File: src/inc/wdm_pkg.sv
package wdm_pkg;

    // ****************************************
    // Register map
    // ****************************************
    localparam logic [11:0] WDM_MODE_OFF   = 12'h000;
    localparam logic [11:0] WDM_STAT_OFF   = 12'h004;
    localparam logic [11:0] WDM_IRQ_OFF    = 12'h008;
    localparam logic [11:0] WDM_MASK_OFF   = 12'h00C;

    // ****************************************
    // Mode register fields
    // ****************************************
    localparam int          WDM_PER_LSB    = 0;
    localparam int          WDM_SRC_LSB    = 3;
    localparam int          WDM_FIX_LSB    = 5;
    localparam logic [7:0]  WDM_MODE_RST   = 8'h67;
    localparam logic [2:0]  WDM_FIX_VAL    = 3'h3;
    localparam logic [1:0]  WDM_SRC_SLOW   = 2'h0;
    localparam logic [1:0]  WDM_SRC_SYS    = 2'h1;
    localparam int          WDM_SLOW_BASE  = 11;
    localparam int          WDM_SYS_BASE   = 13;
    localparam int          WDM_CNT_W      = 21;

    // ****************************************
    // Interrupt status bits
    // ****************************************
    localparam int          WDM_EV_OVF     = 0;
    localparam int          WDM_EV_REWR    = 1;
    localparam int          WDM_EV_W       = 2;

    typedef struct packed {
        logic       halt_en;
        logic [1:0] src;
        logic [2:0] per;
    } wdm_cfg_t;

endpackage

File: src/rtl/wdm_top.sv
// Functional notes
// (RL1) Source field: 00 slow clock, 01 system clock, 1x halts counting.
// (RL2) Slow clock period is 2^(11+n) slow ticks, largest 2^18.
// (RL3) System clock period is 2^(13+n) system cycles, smallest 2^13.
// (RL4) Halt code ignores period field; no counting and no overflow.
// (RL5) Halt or system source only works when halt permission is strapped.
// (RL6) Software writes upper bits 7..5 as 0, 1, 1.
// (RL7) Reset value selects slow clock with maximum period.
// (RL8) One write accepted after reset; second write raises internal reset.
// (RL9) Software programs source and period right after reset.
// (RL10) Writing 0111xxxx stops the watchdog.
// (RL11) Writing 01101000 selects system clock with minimum period.
// (RL12) Period code is bits 2..0, source code is bits 4..3.
// (RL13) Counter reaching selected period requests an internal reset.
module wdm_top
    import wdm_pkg::*;
#(
    parameter int CNT_W = WDM_CNT_W
) (
    input  wire logic        mclk,
    input  wire logic        resetn,
    input  wire logic        slow_tick,
    input  wire logic        slow_osc_halt_request,
    input  wire logic        hsel,
    input  wire logic [31:0] haddr,
    input  wire logic [1:0]  htrans,
    input  wire logic        hwrite,
    input  wire logic [2:0]  hsize,
    input  wire logic [31:0] hwdata,
    input  wire logic        hready,
    output logic      [31:0] hrdata,
    output logic             hreadyout,
    output logic             hresp,
    output logic             irq,
    output logic             wdt_reset_req
);

    // ****************************************
    // Bus address phase capture
    // ****************************************
    logic        wr_pend_reg;
    logic [11:0] wr_addr_reg;
    logic        acc_req;

    assign acc_req = hsel & hready & htrans[1];

    always_ff @(posedge mclk or negedge resetn) begin
        if (!resetn) begin
            wr_pend_reg <= 1'b0;
            wr_addr_reg <= 12'h000;
        end else begin
            wr_pend_reg <= acc_req & hwrite;
            if (acc_req) begin
                wr_addr_reg <= haddr[11:0];
            end
        end
    end

    // No wait states
    always_ff @(posedge mclk or negedge resetn) begin
        if (!resetn) begin
            hreadyout <= 1'b1;
        end else begin
            hreadyout <= 1'b1;
        end
    end

    // Always OKAY
    always_ff @(posedge mclk or negedge resetn) begin
        if (!resetn) begin
            hresp <= 1'b0;
        end else begin
            hresp <= 1'b0;
        end
    end

    logic wr_mode;
    logic wr_stat;
    logic wr_mask;

    always_comb begin
        wr_mode = 1'b0;
        wr_stat = 1'b0;
        wr_mask = 1'b0;
        if (wr_pend_reg) begin
            case (wr_addr_reg)
                WDM_MODE_OFF: wr_mode = 1'b1;
                WDM_STAT_OFF: wr_stat = 1'b1;
                WDM_MASK_OFF: wr_mask = 1'b1;
                default:      wr_mode = 1'b0;
            endcase
        end
    end

    // ****************************************
    // Mode register and one-write lock
    // ****************************************
    typedef enum logic [1:0] {
        WDM_LOCK_OPEN = 2'b00,
        WDM_LOCK_SET  = 2'b01,
        WDM_LOCK_TRIP = 2'b10
    } wdm_lock_t;

    wdm_lock_t  lock_reg;
    wdm_lock_t  lock_next;
    logic [7:0] mode_reg;
    logic       written;
    logic       first_wr;
    logic       rewrite_ev;

    assign written    = (lock_reg != WDM_LOCK_OPEN);
    assign first_wr   = wr_mode && !written; // [RL8]
    assign rewrite_ev = wr_mode && written; // [RL8]

    // Lock state: open until the first mode write
    always_comb begin
        lock_next = lock_reg;
        case (lock_reg)
            WDM_LOCK_OPEN: begin
                if (wr_mode) begin
                    lock_next = WDM_LOCK_SET;
                end
            end
            WDM_LOCK_SET: begin
                if (wr_mode) begin
                    lock_next = WDM_LOCK_TRIP; // [RL8]
                end
            end
            WDM_LOCK_TRIP: begin
                lock_next = WDM_LOCK_TRIP;
            end
            default: begin
                lock_next = WDM_LOCK_SET;
            end
        endcase
    end

    always_ff @(posedge mclk or negedge resetn) begin
        if (!resetn) begin
            lock_reg <= WDM_LOCK_OPEN;
        end else begin
            lock_reg <= lock_next;
        end
    end

    always_ff @(posedge mclk or negedge resetn) begin
        if (!resetn) begin
            mode_reg <= WDM_MODE_RST; // [RL7]
        end else if (first_wr) begin
            mode_reg <= hwdata[7:0]; // [RL8]
        end
    end

    // ****************************************
    // Effective configuration
    // ****************************************
    wdm_cfg_t cfg;
    logic     run_slow;
    logic     run_sys;

    always_comb begin
        cfg.halt_en = slow_osc_halt_request;
        cfg.src     = mode_reg[WDM_SRC_LSB +: 2]; // [RL12]
        cfg.per     = mode_reg[WDM_PER_LSB +: 3]; // [RL12]
    end

    // Without permission, halt and system choices fall back to slow clock
    always_comb begin
        run_sys  = cfg.halt_en && (cfg.src == WDM_SRC_SYS); // [RL5] [RL1]
        run_slow = (cfg.src == WDM_SRC_SLOW) || !cfg.halt_en; // [RL5] [RL1]
    end

    // ****************************************
    // Watchdog counter
    // ****************************************
    logic [CNT_W-1:0] cnt_reg;
    logic [CNT_W-1:0] limit;
    logic             cnt_en;
    logic             ovf;

    logic [CNT_W-1:0] limit_sys;
    logic [CNT_W-1:0] limit_slow;

    // One-hot terminal values, one per source
    always_comb begin
        limit_sys  = '0;
        limit_slow = '0;
        limit_sys[WDM_SYS_BASE + int'(cfg.per)]   = 1'b1; // [RL3] [RL11]
        limit_slow[WDM_SLOW_BASE + int'(cfg.per)] = 1'b1; // [RL2]
    end

    always_comb begin
        if (run_sys) begin
            limit = limit_sys;
        end else begin
            limit = limit_slow;
        end
    end

    // Halt code leaves the counter idle
    assign cnt_en = run_sys | (run_slow & slow_tick); // [RL4]
    assign ovf    = cnt_en && (cnt_reg == limit - 1'b1); // [RL13]

    logic [CNT_W-1:0] cnt_next;

    // Accepted first write restarts the count
    always_comb begin
        cnt_next = cnt_reg;
        if (first_wr) begin
            cnt_next = '0;
        end else if (ovf) begin
            cnt_next = '0;
        end else if (cnt_en) begin
            cnt_next = cnt_reg + 1'b1;
        end
    end

    always_ff @(posedge mclk or negedge resetn) begin
        if (!resetn) begin
            cnt_reg <= '0;
        end else begin
            cnt_reg <= cnt_next;
        end
    end

    // ****************************************
    // Internal reset request
    // ****************************************
    logic req_next;

    assign req_next = ovf | rewrite_ev; // [RL13] [RL8]

    always_ff @(posedge mclk or negedge resetn) begin
        if (!resetn) begin
            wdt_reset_req <= 1'b0;
        end else begin
            wdt_reset_req <= req_next; // [RL13] [RL8]
        end
    end

    // ****************************************
    // Interrupt status and mask
    // ****************************************
    logic [WDM_EV_W-1:0] stat_reg;
    logic [WDM_EV_W-1:0] mask_reg;
    logic [WDM_EV_W-1:0] ev;
    logic [WDM_EV_W-1:0] clr;
    logic [WDM_EV_W-1:0] pend;

    assign ev  = {rewrite_ev, ovf};
    assign clr = {WDM_EV_W{wr_stat}} & hwdata[WDM_EV_W-1:0];

    for (genvar i = 0; i < WDM_EV_W; i++) begin : g_ev
        // Set wins over write-one-to-clear
        always_ff @(posedge mclk or negedge resetn) begin
            if (!resetn) begin
                stat_reg[i] <= 1'b0;
            end else if (ev[i]) begin
                stat_reg[i] <= 1'b1;
            end else if (clr[i]) begin
                stat_reg[i] <= 1'b0;
            end
        end

        always_ff @(posedge mclk or negedge resetn) begin
            if (!resetn) begin
                mask_reg[i] <= 1'b0;
            end else if (wr_mask) begin
                mask_reg[i] <= hwdata[i];
            end
        end

        assign pend[i] = stat_reg[i] & mask_reg[i];
    end

    always_ff @(posedge mclk or negedge resetn) begin
        if (!resetn) begin
            irq <= 1'b0;
        end else begin
            irq <= |pend;
        end
    end

    // ****************************************
    // Read data
    // ****************************************
    logic [31:0] hrdata_next;

    always_comb begin
        hrdata_next = hrdata;
        if (acc_req && !hwrite) begin
            case (haddr[11:0])
                WDM_MODE_OFF: hrdata_next = {24'h00_0000, mode_reg};
                WDM_STAT_OFF: hrdata_next = {30'h0, stat_reg};
                WDM_IRQ_OFF:  hrdata_next = {31'h0, written};
                WDM_MASK_OFF: hrdata_next = {30'h0, mask_reg};
                default:      hrdata_next = 32'h0000_0000;
            endcase
        end
    end

    always_ff @(posedge mclk or negedge resetn) begin
        if (!resetn) begin
            hrdata <= 32'h0000_0000;
        end else begin
            hrdata <= hrdata_next;
        end
    end

endmodule // wdm_top

File: config.mk
export PLATFORM = sky130hd
export DESIGN_NAME = wdm_top
export DESIGN_NICKNAME = d
export VERILOG_FILES = /design/src/inc/wdm_pkg.sv /design/src/rtl/wdm_top.sv
export SDC_FILE = /design/constraint.sdc
export NUM_CORES = 1
export LEC_CHECK = 0
export ABC_AREA = 1
export BUFFER_PORTS_ARGS = -buffer_cell sky130_fd_sc_hd__buf_2
export CELL_PAD_IN_SITES_DETAIL_PLACEMENT = 1
export CELL_PAD_IN_SITES_GLOBAL_PLACEMENT = 2
export CORE_ASPECT_RATIO = 0.9
export CORE_MARGIN = 1
export CORE_UTILIZATION = 32
export CTS_BUF_LIST = sky130_fd_sc_hd__clkbuf_16
export CTS_CLUSTER_DIAMETER = 120
export DETAILED_ROUTE_END_ITERATION = 8
export PLACE_DENSITY = 0.92
export SETUP_SLACK_MARGIN = 0.3
export SLEW_MARGIN = 20
export SYNTH_ARGS = -nofsm -noshare
export SYNTH_HDL_FRONTEND = slang
export SYNTH_SLANG_ARGS = --single-unit
File: constraint.sdc
create_clock -name mclk -period 9.04 [get_ports mclk]
set_input_delay 0 -clock mclk [delete_from_list [all_inputs] [get_ports mclk]]
set_output_delay 0 -clock mclk [all_outputs]
set_load 0.005 [all_outputs]
# After elaboration in Yosys (flattened, before gate mapping)

Cells that the tools add are included.

Bitwise operators: 9
Reduce and logical (&&, ||, !) cells: 21
Order comparisons: 4
Add/sub/neg operators: 4
Eq/ne operators: 11
Multiplexer cells: 22

Operators by type and width:

| kind                                                        | number |
|---|---|
| 2-to-1 mux 21 bit                                           | 4 |
| equality test 12 x 4 -> 1 bit (second input constant)       | 3 |
| one-hot mux 8 bit (4 select lines)                          | 1 |
| equality test 12 x 3 -> 1 bit (second input constant)       | 2 |
| logical NOT 12 bit                                          | 2 |
| adder 21 x 1 -> 21 bit (second input constant)              | 1 |
| equality test 21 bit                                        | 1 |
| subtractor 21 x 1 -> 21 bit (second input constant)         | 1 |
| less-than comparator 5 x 6 -> 1 bit (second input constant) | 2 |
| 2-to-1 mux 1 bit                                            | 12 |
| adder 4 x 3 -> 5 bit (first input constant)                 | 2 |
| demux 1 bit (select 5 bit)                                  | 2 |
| >= comparator 5 x 1 -> 1 bit (second input constant)        | 2 |
| logical AND 1 bit                                           | 7 |
| bitwise AND 1 bit                                           | 6 |
| one-hot mux 2 bit (3 select lines)                          | 1 |
| nonzero test 2 bit                                          | 3 |
| equality test 2 x 1 -> 1 bit (second input constant)        | 2 |
| logical NOT 2 bit                                           | 2 |
| 2-to-1 mux 2 bit                                            | 2 |
| != test 2 bit (second input constant)                       | 2 |
| logical NOT 1 bit                                           | 3 |
| nonzero test 3 bit                                          | 1 |
| bitwise AND 2 bit                                           | 1 |
| other kinds (5)                                             | 6 |

Output and inout bits: 36
Input bits: 76
Register bits: 82
Logic and storage cells: 83

# Logic depth before layout (Yosys ltp)

Gate-level depths: netlist of run 1.

Word-level depth: 11
Mapped depth: 25
Gate-level depth less buffers: 23

# Worst setup path before layout of run 1

Ideal clock, no wire load.

Path type: register to register
Start point: reg mode_reg[1]
End point: reg cnt_reg[0]
Stages on the path, launching flop included: 24
Clock period less this slack: 3110 ps
Data required time: 8915 ps
Arrival time: 2985 ps
Setup slack: 5930 ps
Buffers on the path: 2
Setup time: 125 ps
Path through: dfstp_2 inv_2 nand2_4 ha_1 buf_2 inv_2 nand4_1 nor2_1 nor2_4 ha_1 xnor2_1 nor2_1 nand2_1 nor2_1 nand2_1 nor2_1 nand3_1 nor2_1 nand2_1 nor2_2 nand2_2 nand2_4 buf_12 a21oi_4

Word-level cells in the longest chain between the ends: 11
Elaborated cells between the ends (all ways): 19
Those cells by class: add/sub: 3; order compare: 4; eq/ne: 1; mux: 7; reduce/logical: 4

RTL lines:

| item                                                                              | RTL line                       | text |
|---|---|---|
| start, declared                                                                   | wdm_top.sv:106                 | `logic [7:0] mode_reg;` |
| start signal, assigned                                                            | wdm_top.sv:150                 | `mode_reg <= hwdata[7:0];` |
| adder 4 x 3 -> 5 bit (on tied branches)                                           | wdm_top.sv:189, wdm_top.sv:188 |  |
| less-than comparator 5 x 6 -> 1 bit (not written as such) (tied with other cells) | wdm_top.sv:189                 | `limit_slow[WDM_SLOW_BASE + int'(cfg.per)] = 1'b1;` |
| logical AND 1 bit (on tied branches)                                              | wdm_top.sv:189, wdm_top.sv:188 |  |
| 2-to-1 mux 1 bit (on tied branches)                                               | wdm_top.sv:189, wdm_top.sv:188 |  |
| demux 1 bit (select 5 bit) (on tied branches)                                     | wdm_top.sv:189, wdm_top.sv:188 |  |
| 2-to-1 mux 21 bit (*)                                                             | wdm_top.sv:193                 | `if (run_sys) begin` |
| subtractor 21 x 1 -> 21 bit (*)                                                   | wdm_top.sv:202                 | `assign ovf = cnt_en && (cnt_reg == limit - 1'b1);` |
| equality test 21 bit (*)                                                          | wdm_top.sv:202                 |  |
| logical AND 1 bit (*)                                                             | wdm_top.sv:202                 |  |
| 2-to-1 mux 21 bit                                                                 | wdm_top.sv:211                 | `end else if (ovf) begin` |
| 2-to-1 mux 21 bit                                                                 | wdm_top.sv:209                 | `if (first_wr) begin` |
| end signal, assigned                                                              | wdm_top.sv:222                 | `cnt_reg <= cnt_next;` |
| end, declared                                                                     | wdm_top.sv:176                 | `logic [CNT_W-1:0] cnt_reg;` |

Mark *: on every way between the ends. The rest lies on a longest branch, timed or not.
A chain may end at the register's enable or synchronous reset.

# Worst setup path in the final report of run 1

Start point: reg mode_reg[1]
End point: reg cnt_reg[11]

The elaborated chain is that of the path after synthesis.

==> results of run 1 <==
-- critical path: stages, from the launching register on --
cell,delay (ns)
dfstp_2,0.59
inv_2,0.07
nand2_4,0.10
ha_1,0.34
inv_2,0.21
nand4_1,0.22
nor2_1,0.24
nor2_4,0.07
ha_1,0.31
xnor2_1,0.13
nor2_1,0.11
nand2_1,0.06
nor2_1,0.09
nand2_1,0.09
nor2_1,0.11
nand3_1,0.10
nor2_1,0.11
nand2_1,0.07
nor2_2,0.09
nand2_2,0.10
nand2_4,0.31
o21ai_2,0.08
-- power by group through the flow --
| stage | Clock, mW | Combinational, mW | Sequential (mW) |
|---|---|---|---|
| after CTS | 0.360 | 0.261 | 0.316 |
| after global routing | 0.369 | 0.299 | 0.320 |
| after global placement | 0 | 0.245 | 0.318 |
| after floorplan | 0 | 0.202 | 0.312 |
| after detailed placement | 0 | 0.253 | 0.320 |
| final | 0.351 | 0.261 | 0.315 |
-- layout make-up --
cell class	instances	area, um2	area share
multi-input combinational	540	2760	0.4974
sequential	58	1458	0.2627
inverter	105	394.1	0.07103
timing repair buffer	58	392.9	0.07080
tap	198	247.7	0.04464
clock buffer	9	225.2	0.04059
clock inverter	7	71.32	0.01285
-- kinds of logic (layout without fill, tap and decap cells) --
| group | count (synthesis) | count (layout) | synth area share |
|---|---|---|---|
| AO/OA/AOI/OAI | 72 | 72 | 0.09903 |
| AND/OR/NAND/NOR | 405 | 405 | 0.3836 |
| multiplexers | 1 | 1 | 0.002090 |
| other | 2 | 26 | 0.001568 |
| XOR/XNOR | 29 | 29 | 0.05304 |
| buffers and inverters | 141 | 179 | 0.1380 |
| adder cells (fa/ha/maj) | 7 | 7 | 0.01829 |
| flip-flops | 58 | 58 | 0.3044 |
-- synthesized netlist by cell type (all sizes together), types with 4 or more instances --
master	count	area share
xor2	25	0.046
nand2	212	0.18
o21ai	56	0.073
inv	104	0.082
ha	7	0.018
nand4	11	0.014
o31ai	6	0.0094
clkbuf	7	0.0055
buf	29	0.050
dfrtp	53	0.28
nand3	51	0.062
xnor2	4	0.0073
nand3b	4	0.0063
nor2	110	0.10
a21oi	4	0.0073
nor4	4	0.0052
nor3	11	0.013
dfstp	5	0.027
-- per-stage QoR --
stage                     cells  worst slack [ns]  utilization
after floorplan             739             5.930            -
after global placement      939             5.418       0.3446
after detailed placement    939             5.330       0.3446
after CTS                   975             5.267       0.3785
after global routing        975             5.030       0.3785
final                       975             5.284       0.3785
-- routing by layer --
layer | track usage | up-vias | part of all wire
met5 | 0 | - | 0
met1 | 0.2648 | 2123 | 0.49
met4 | 0.04741 | 0 | 0.012
met3 | 0.02955 | 13 | 0.025
li1 | - | 2307 | -
met2 | 0.3065 | 62 | 0.47
-- path summary, 6_finish.rpt --
path	to	cells past startpoint	from	slack, ns
worst max-delay path	cnt_reg[11]	21	mode_reg[1]	5.28
min in group asynchronous	cnt_reg[13]	3	resetn	0.34
max in group asynchronous	cnt_reg[9]	3	resetn	8.15
worst min register to register	hrdata[3]	2	hrdata[3]	0.47
worst min-delay path	wr_addr_reg[2]	3	haddr[2]	0.009
worst max register to register	cnt_reg[11]	21	mode_reg[1]	5.28
==> reports/qor.csv, run 1 <==
metric,value,unit
outcome,"complete, no violations",
nFillCells,1902,
cts_buffers,9,
grt_max_degree,59,
p_leak,2.949,nW
grt_pass1_wl,22840,um
diodes,0,
comb_power_share,0.281,
cellPowerDensity,167.2,nW/um2
dieArea,15460,um2
rsz0062_at_grt,false,
postCtsHoldBufs,20,
hold_path.class,primary input to flip-flop,
async_flop_share,1.000,
start_kind,flip-flop,
drive_gt1_frac,0.1712,
synth_area,4788,um2
finClkSkew,0.009141,ns
fin_crit,3.756,ns
layout_common_cells,"nand2_1, inv_1, nor2_1, dfrtp_1, nand3_1",
layout_commonest_cell,nand2_1,
wl,13640,um
syn_area_per_cell,6.697,um2
grt_antenna_before_repair,0,
grt_pass1_vias,4516,
synth_edf_count,0,
postRouteAntennaNets,0,
die_w,130.9,um
nNetsFinal,855,
portBuffers,37,
dpl_cell_area,5052,um2
clock_latency,0.34,ns
drt_iter0_drc,213,
drt_pass1_iterations,4,
worstPathArrival,3.96,ns
die_h,118.1,um
drc,0,
fin_area,5549,um2
viasPerCell,4.621,
cap_violations,0,
p_total,0.9280,mW
tightest_slew,0.8041,ns
synth-main-ff-cell,dfrtp_1,
slew_violations,0,
p_clk_frac,0.379,
critPathCaptureType,flip-flop,
timing.hold.ws,0.009431,ns
yosysSeqAreaShare,0.3044,
crit_type,flip-flop to flip-flop,
ys_warn_count,0,
finalCritPeriodShare,0.4155,
gr-total-overflow,0,
cts-root-buf,clkbuf_16,
finalSetupTns,0,ns
internal_power,0.5941,mW
grtUsageTotal,0.1908,
wl_per_cell,13.98,um
io_pins,112,
largest_register_ffs,21,
start_util,0.3266,
vias,4505,
required,9.25,ns
synth.distinct_cells,41,
num_rows,42,
gp_congestion,0.8405,
max_freq,0.2662,GHz
seq_power_share,0.340,
peakVddDrop,0.07617,mV
core-area,14660,um2
finalSetupViolCount,0,
clockBufferDepth,2,
switching_power,0.3339,mW
ys_ff_latch,58,
cts_setup_buffers,0,
cts_sinks,58,
clk_pin_slew_worst_paths,0.05,ns
syn_inst,715,
cp_max_fo,20,
area_delta_synth_final,15.89,%
h-tree-depth,3,
hold_violations,0,
p_sw_frac,0.3598,
post_cts_resized,0,
dp_hpwl,10120,um
slew_headroom,0.4624,
cts_tree,yes,
(Power assumes the default switching activity.)
==> run 2: changes to the inputs <==
--- a/config.mk
+++ b/config.mk
@@ -11,11 +11,11 @@
 export CELL_PAD_IN_SITES_GLOBAL_PLACEMENT = 2
 export CORE_ASPECT_RATIO = 0.9
 export CORE_MARGIN = 1
-export CORE_UTILIZATION = 32
+export CORE_UTILIZATION = 29
 export CTS_BUF_LIST = sky130_fd_sc_hd__clkbuf_16
 export CTS_CLUSTER_DIAMETER = 120
 export DETAILED_ROUTE_END_ITERATION = 8
-export PLACE_DENSITY = 0.92
+export PLACE_DENSITY = 0.85
 export SETUP_SLACK_MARGIN = 0.3
 export SLEW_MARGIN = 20
 export SYNTH_ARGS = -nofsm -noshare
==> constraint.sdc (replaced) <==
create_clock -name mclk -period 3.9 [get_ports mclk]
set_input_delay 0 -clock mclk [delete_from_list [all_inputs] [get_ports mclk]]
set_output_delay 0 -clock mclk [all_outputs]
set_load 0.005 [all_outputs]
==> run 2 against run 1 <==
Compared with the run above: global-route usage fell by 1.4 points; sequential share of layout area fell by 0.75 points; largest cell class unchanged; non-clock buffer count rose by 5; register-to-register slack got worse by 4.7 ns; first-iteration DRC count rose by 28%.
==> reports/qor.csv, run 2 (same netlist as run 1, synthesis figures left out) <==
metric,value,unit,change
outcome,"complete, no violations",,unchanged
grt_pass1_wl,22960,um,was 22840 um
grt_pass1_vias,4591,,was 4516
die_h,123.9,um,was 118.1 um
h-tree-depth,3,,unchanged
wl_per_cell,14.28,um,was 13.98 um
dp_hpwl,10250,um,was 10120 um
num_rows,44,,was 42
gp_congestion,0.8177,,was 0.8405
drc,0,,unchanged
gr-total-overflow,0,,unchanged
rsz0062_at_grt,false,,unchanged
diodes,0,,unchanged
finClkSkew,0.007437,ns,was 0.009141 ns
pre_cts_ws,0.3355,ns,was 5.330 ns
fin_crit,3.342,ns,was 3.756 ns
finalSetupTns,0,ns,unchanged
cts_tree,yes,,unchanged
cellPowerDensity,387.3,nW/um2,was 167.2 nW/um2
path_cells,nand2_2 -> ha_2 -> nand3_2 -> nor2_1 -> nor2_4 -> ha_2 -> inv_1 -> nor2_1 -> nand2_1 -> nor2_4 -> nand3_1 -> nand3_1 -> nand3_1 -> nor2_1 -> nand2_1 -> nor2_2 -> nand2_4 -> nand2_8 -> o21ai_2,,was inv_2 -> nand2_4 -> ha_1 -> inv_2 -> nand4_1 -> nor2_1 -> nor2_4 -> ha_1 -> xnor2_1 -> nor2_1 -> nand2_1 -> nor2_1 -> nand2_1 -> nor2_1 -> nand3_1 -> nor2_1 -> nand2_1 -> nor2_2 -> nand2_2 -> nand2_4 -> o21ai_2
worstPathArrival,3.57,ns,was 3.96 ns
path_buf_inv,1,,was 2
peakVddDrop,0.2085,mV,was 0.07617 mV
cp_max_fo,7,,was 20
grt_antenna_before_repair,0,,unchanged
cp_slowest_cell,dfstp_2,,unchanged
slew_violations,0,,unchanged
max_freq,0.2992,GHz,was 0.2662 GHz
setup_slack,0.5578,ns,was 5.284 ns
cpPeakStageDelay,0.58,ns,was 0.59 ns
postRouteAntennaNets,0,,unchanged
p_clk_frac,0.386,,was 0.379
io_pins,112,,unchanged
layout_commonest_cell,nand2_1,,unchanged
hold_violations,0,,unchanged
die_w,137.4,um,was 130.9 um
cts_buffers,9,,unchanged
largest_register_ffs,21,,unchanged
portBuffers,37,,unchanged
cap_violations,0,,unchanged
grtUsageTotal,0.1769,,was 0.1908
crit_type,flip-flop to flip-flop,,unchanged
hold_path.class,primary input to flip-flop,,unchanged
start_kind,flip-flop,,unchanged
timing.hold.ws,0.02117,ns,was 0.009431 ns
switching_power,0.7643,mW,was 0.3339 mW
dieArea,17030,um2,was 15460 um2
p_sw_frac,0.3455,,was 0.3598
core-area,16130,um2,was 14660 um2
viasPerCell,4.558,,was 4.621
internal_power,1.448,mW,was 0.5941 mW
clockBufferDepth,2,,unchanged
finalCritPeriodShare,0.8570,,was 0.4155
finalSetupViolCount,0,,unchanged
tightest_slew,0.8041,ns,about the same
slew_headroom,0.4624,,about the same
p_leak,3.013,nW,was 2.949 nW
nNetsFinal,863,,was 855
drt_pass1_iterations,4,,unchanged
start_util,0.2969,,was 0.3266
cts-root-buf,clkbuf_16,,unchanged
wl,14160,um,was 13640 um
comb_power_share,0.284,,was 0.281
regToRegSetupSlack,0.56,ns,was 5.28 ns
cts_sinks,58,,unchanged
critPathCaptureType,flip-flop,,unchanged
clk_pin_slew_worst_paths,0.06,ns,was 0.05 ns
grt_max_degree,59,,unchanged
clock_latency,0.34,ns,about the same
required,4.13,ns,was 9.25 ns
vias,4522,,was 4505
path_delay_family,simple AND/OR/NAND/NOR gates,,unchanged
area_delta_synth_final,19.28,%,was 15.89%
layout_common_cells,"nand2_1, inv_1, nor2_1, dfrtp_1, nand3_1",,unchanged
seq_power_share,0.330,,was 0.340
drive_gt1_frac,0.1809,,was 0.1712
drt_iter0_drc,272,,was 213
## run 2: cell count changes in the layout (fill, tap and decap cells not counted), sizes merged
cell,delta
buf,+4
inv,-1
bufinv,+1
dlygate4sd3,+1
clkinvlp,-1
clkinv,+1
nand2,+3
## run 2: per-stage QoR
| stage | total power [mW] | instances | area (um2) | utilization |
|---|---|---|---|---|
| after floorplan | 1.193 | 739 | 4878 | - |
| final | 2.212 | 992 | 5712 | 0.3541 |
| after global placement | 1.309 | 950 | 5079 | 0.3148 |
| after detailed placement | 1.323 | 950 | 5079 | 0.3148 |
| after global routing | 2.360 | 992 | 5712 | 0.3541 |
| after CTS | 2.214 | 987 | 5598 | 0.3470 |
## run 2: path summary, 6_finish.rpt
path,from,end,cells past startpoint
worst min-delay path,haddr[2],wr_addr_reg[2],3
worst max register to register,mode_reg[1],cnt_reg[18],19
worst min register to register,hrdata[3],hrdata[3],2
min in group asynchronous,resetn,wr_addr_reg[6],3
worst max-delay path,mode_reg[1],cnt_reg[18],19
max in group asynchronous,resetn,cnt_reg[12],3
## run 2: timing repair
item,CTS,global route
hold endpoints to repair,78,0
gates resized for setup,0,11
hold buffers,21,0
setup buffers,0,2
setup endpoints to repair,0,20
## run 2: power by group through the flow
stage                     Combinational [mW]  Sequential (mW)  Clock, mW
after floorplan                        0.469            0.724          0
after global placement                 0.573            0.737          0
after detailed placement               0.583            0.740          0
after CTS                              0.608            0.731      0.875
after global routing                   0.721            0.741      0.898
final                                  0.628            0.730      0.854
## run 2: worst register-to-register path, stage by stage (launching register included)
cell and delay [ns]:
dfstp_2 0.58, nand2_2 0.14, ha_2 0.33, nand3_2 0.13, nor2_1 0.09, nor2_4 0.17
ha_2 0.23, inv_1 0.04, nor2_1 0.11, nand2_1 0.15, nor2_4 0.17, nand3_1 0.14
nand3_1 0.15, nand3_1 0.08, nor2_1 0.09, nand2_1 0.07, nor2_2 0.12, nand2_4 0.18
nand2_8 0.18, o21ai_2 0.07
## run 2: area by class of cell
type / instances / area [um2]
clock buffers: 9 / 225.2
multi-input cells: 543 / 2859
fillers: 2093 / 10420
well taps: 207 / 259.0
clock inverters: 7 / 83.83
inverters: 105 / 394.1
repair buffers: 63 / 432.9
flip-flops and latches: 58 / 1458
## run 2: layer usage
layer	wire (um)	GRT usage	share of wire	up-vias
met5	0	0	0	-
met4	292	0.08036	0.021	0
met3	382	0.01954	0.027	16
met2	6511	0.2877	0.46	57
met1	6977	0.2354	0.49	2134
li1	-	-	-	2315
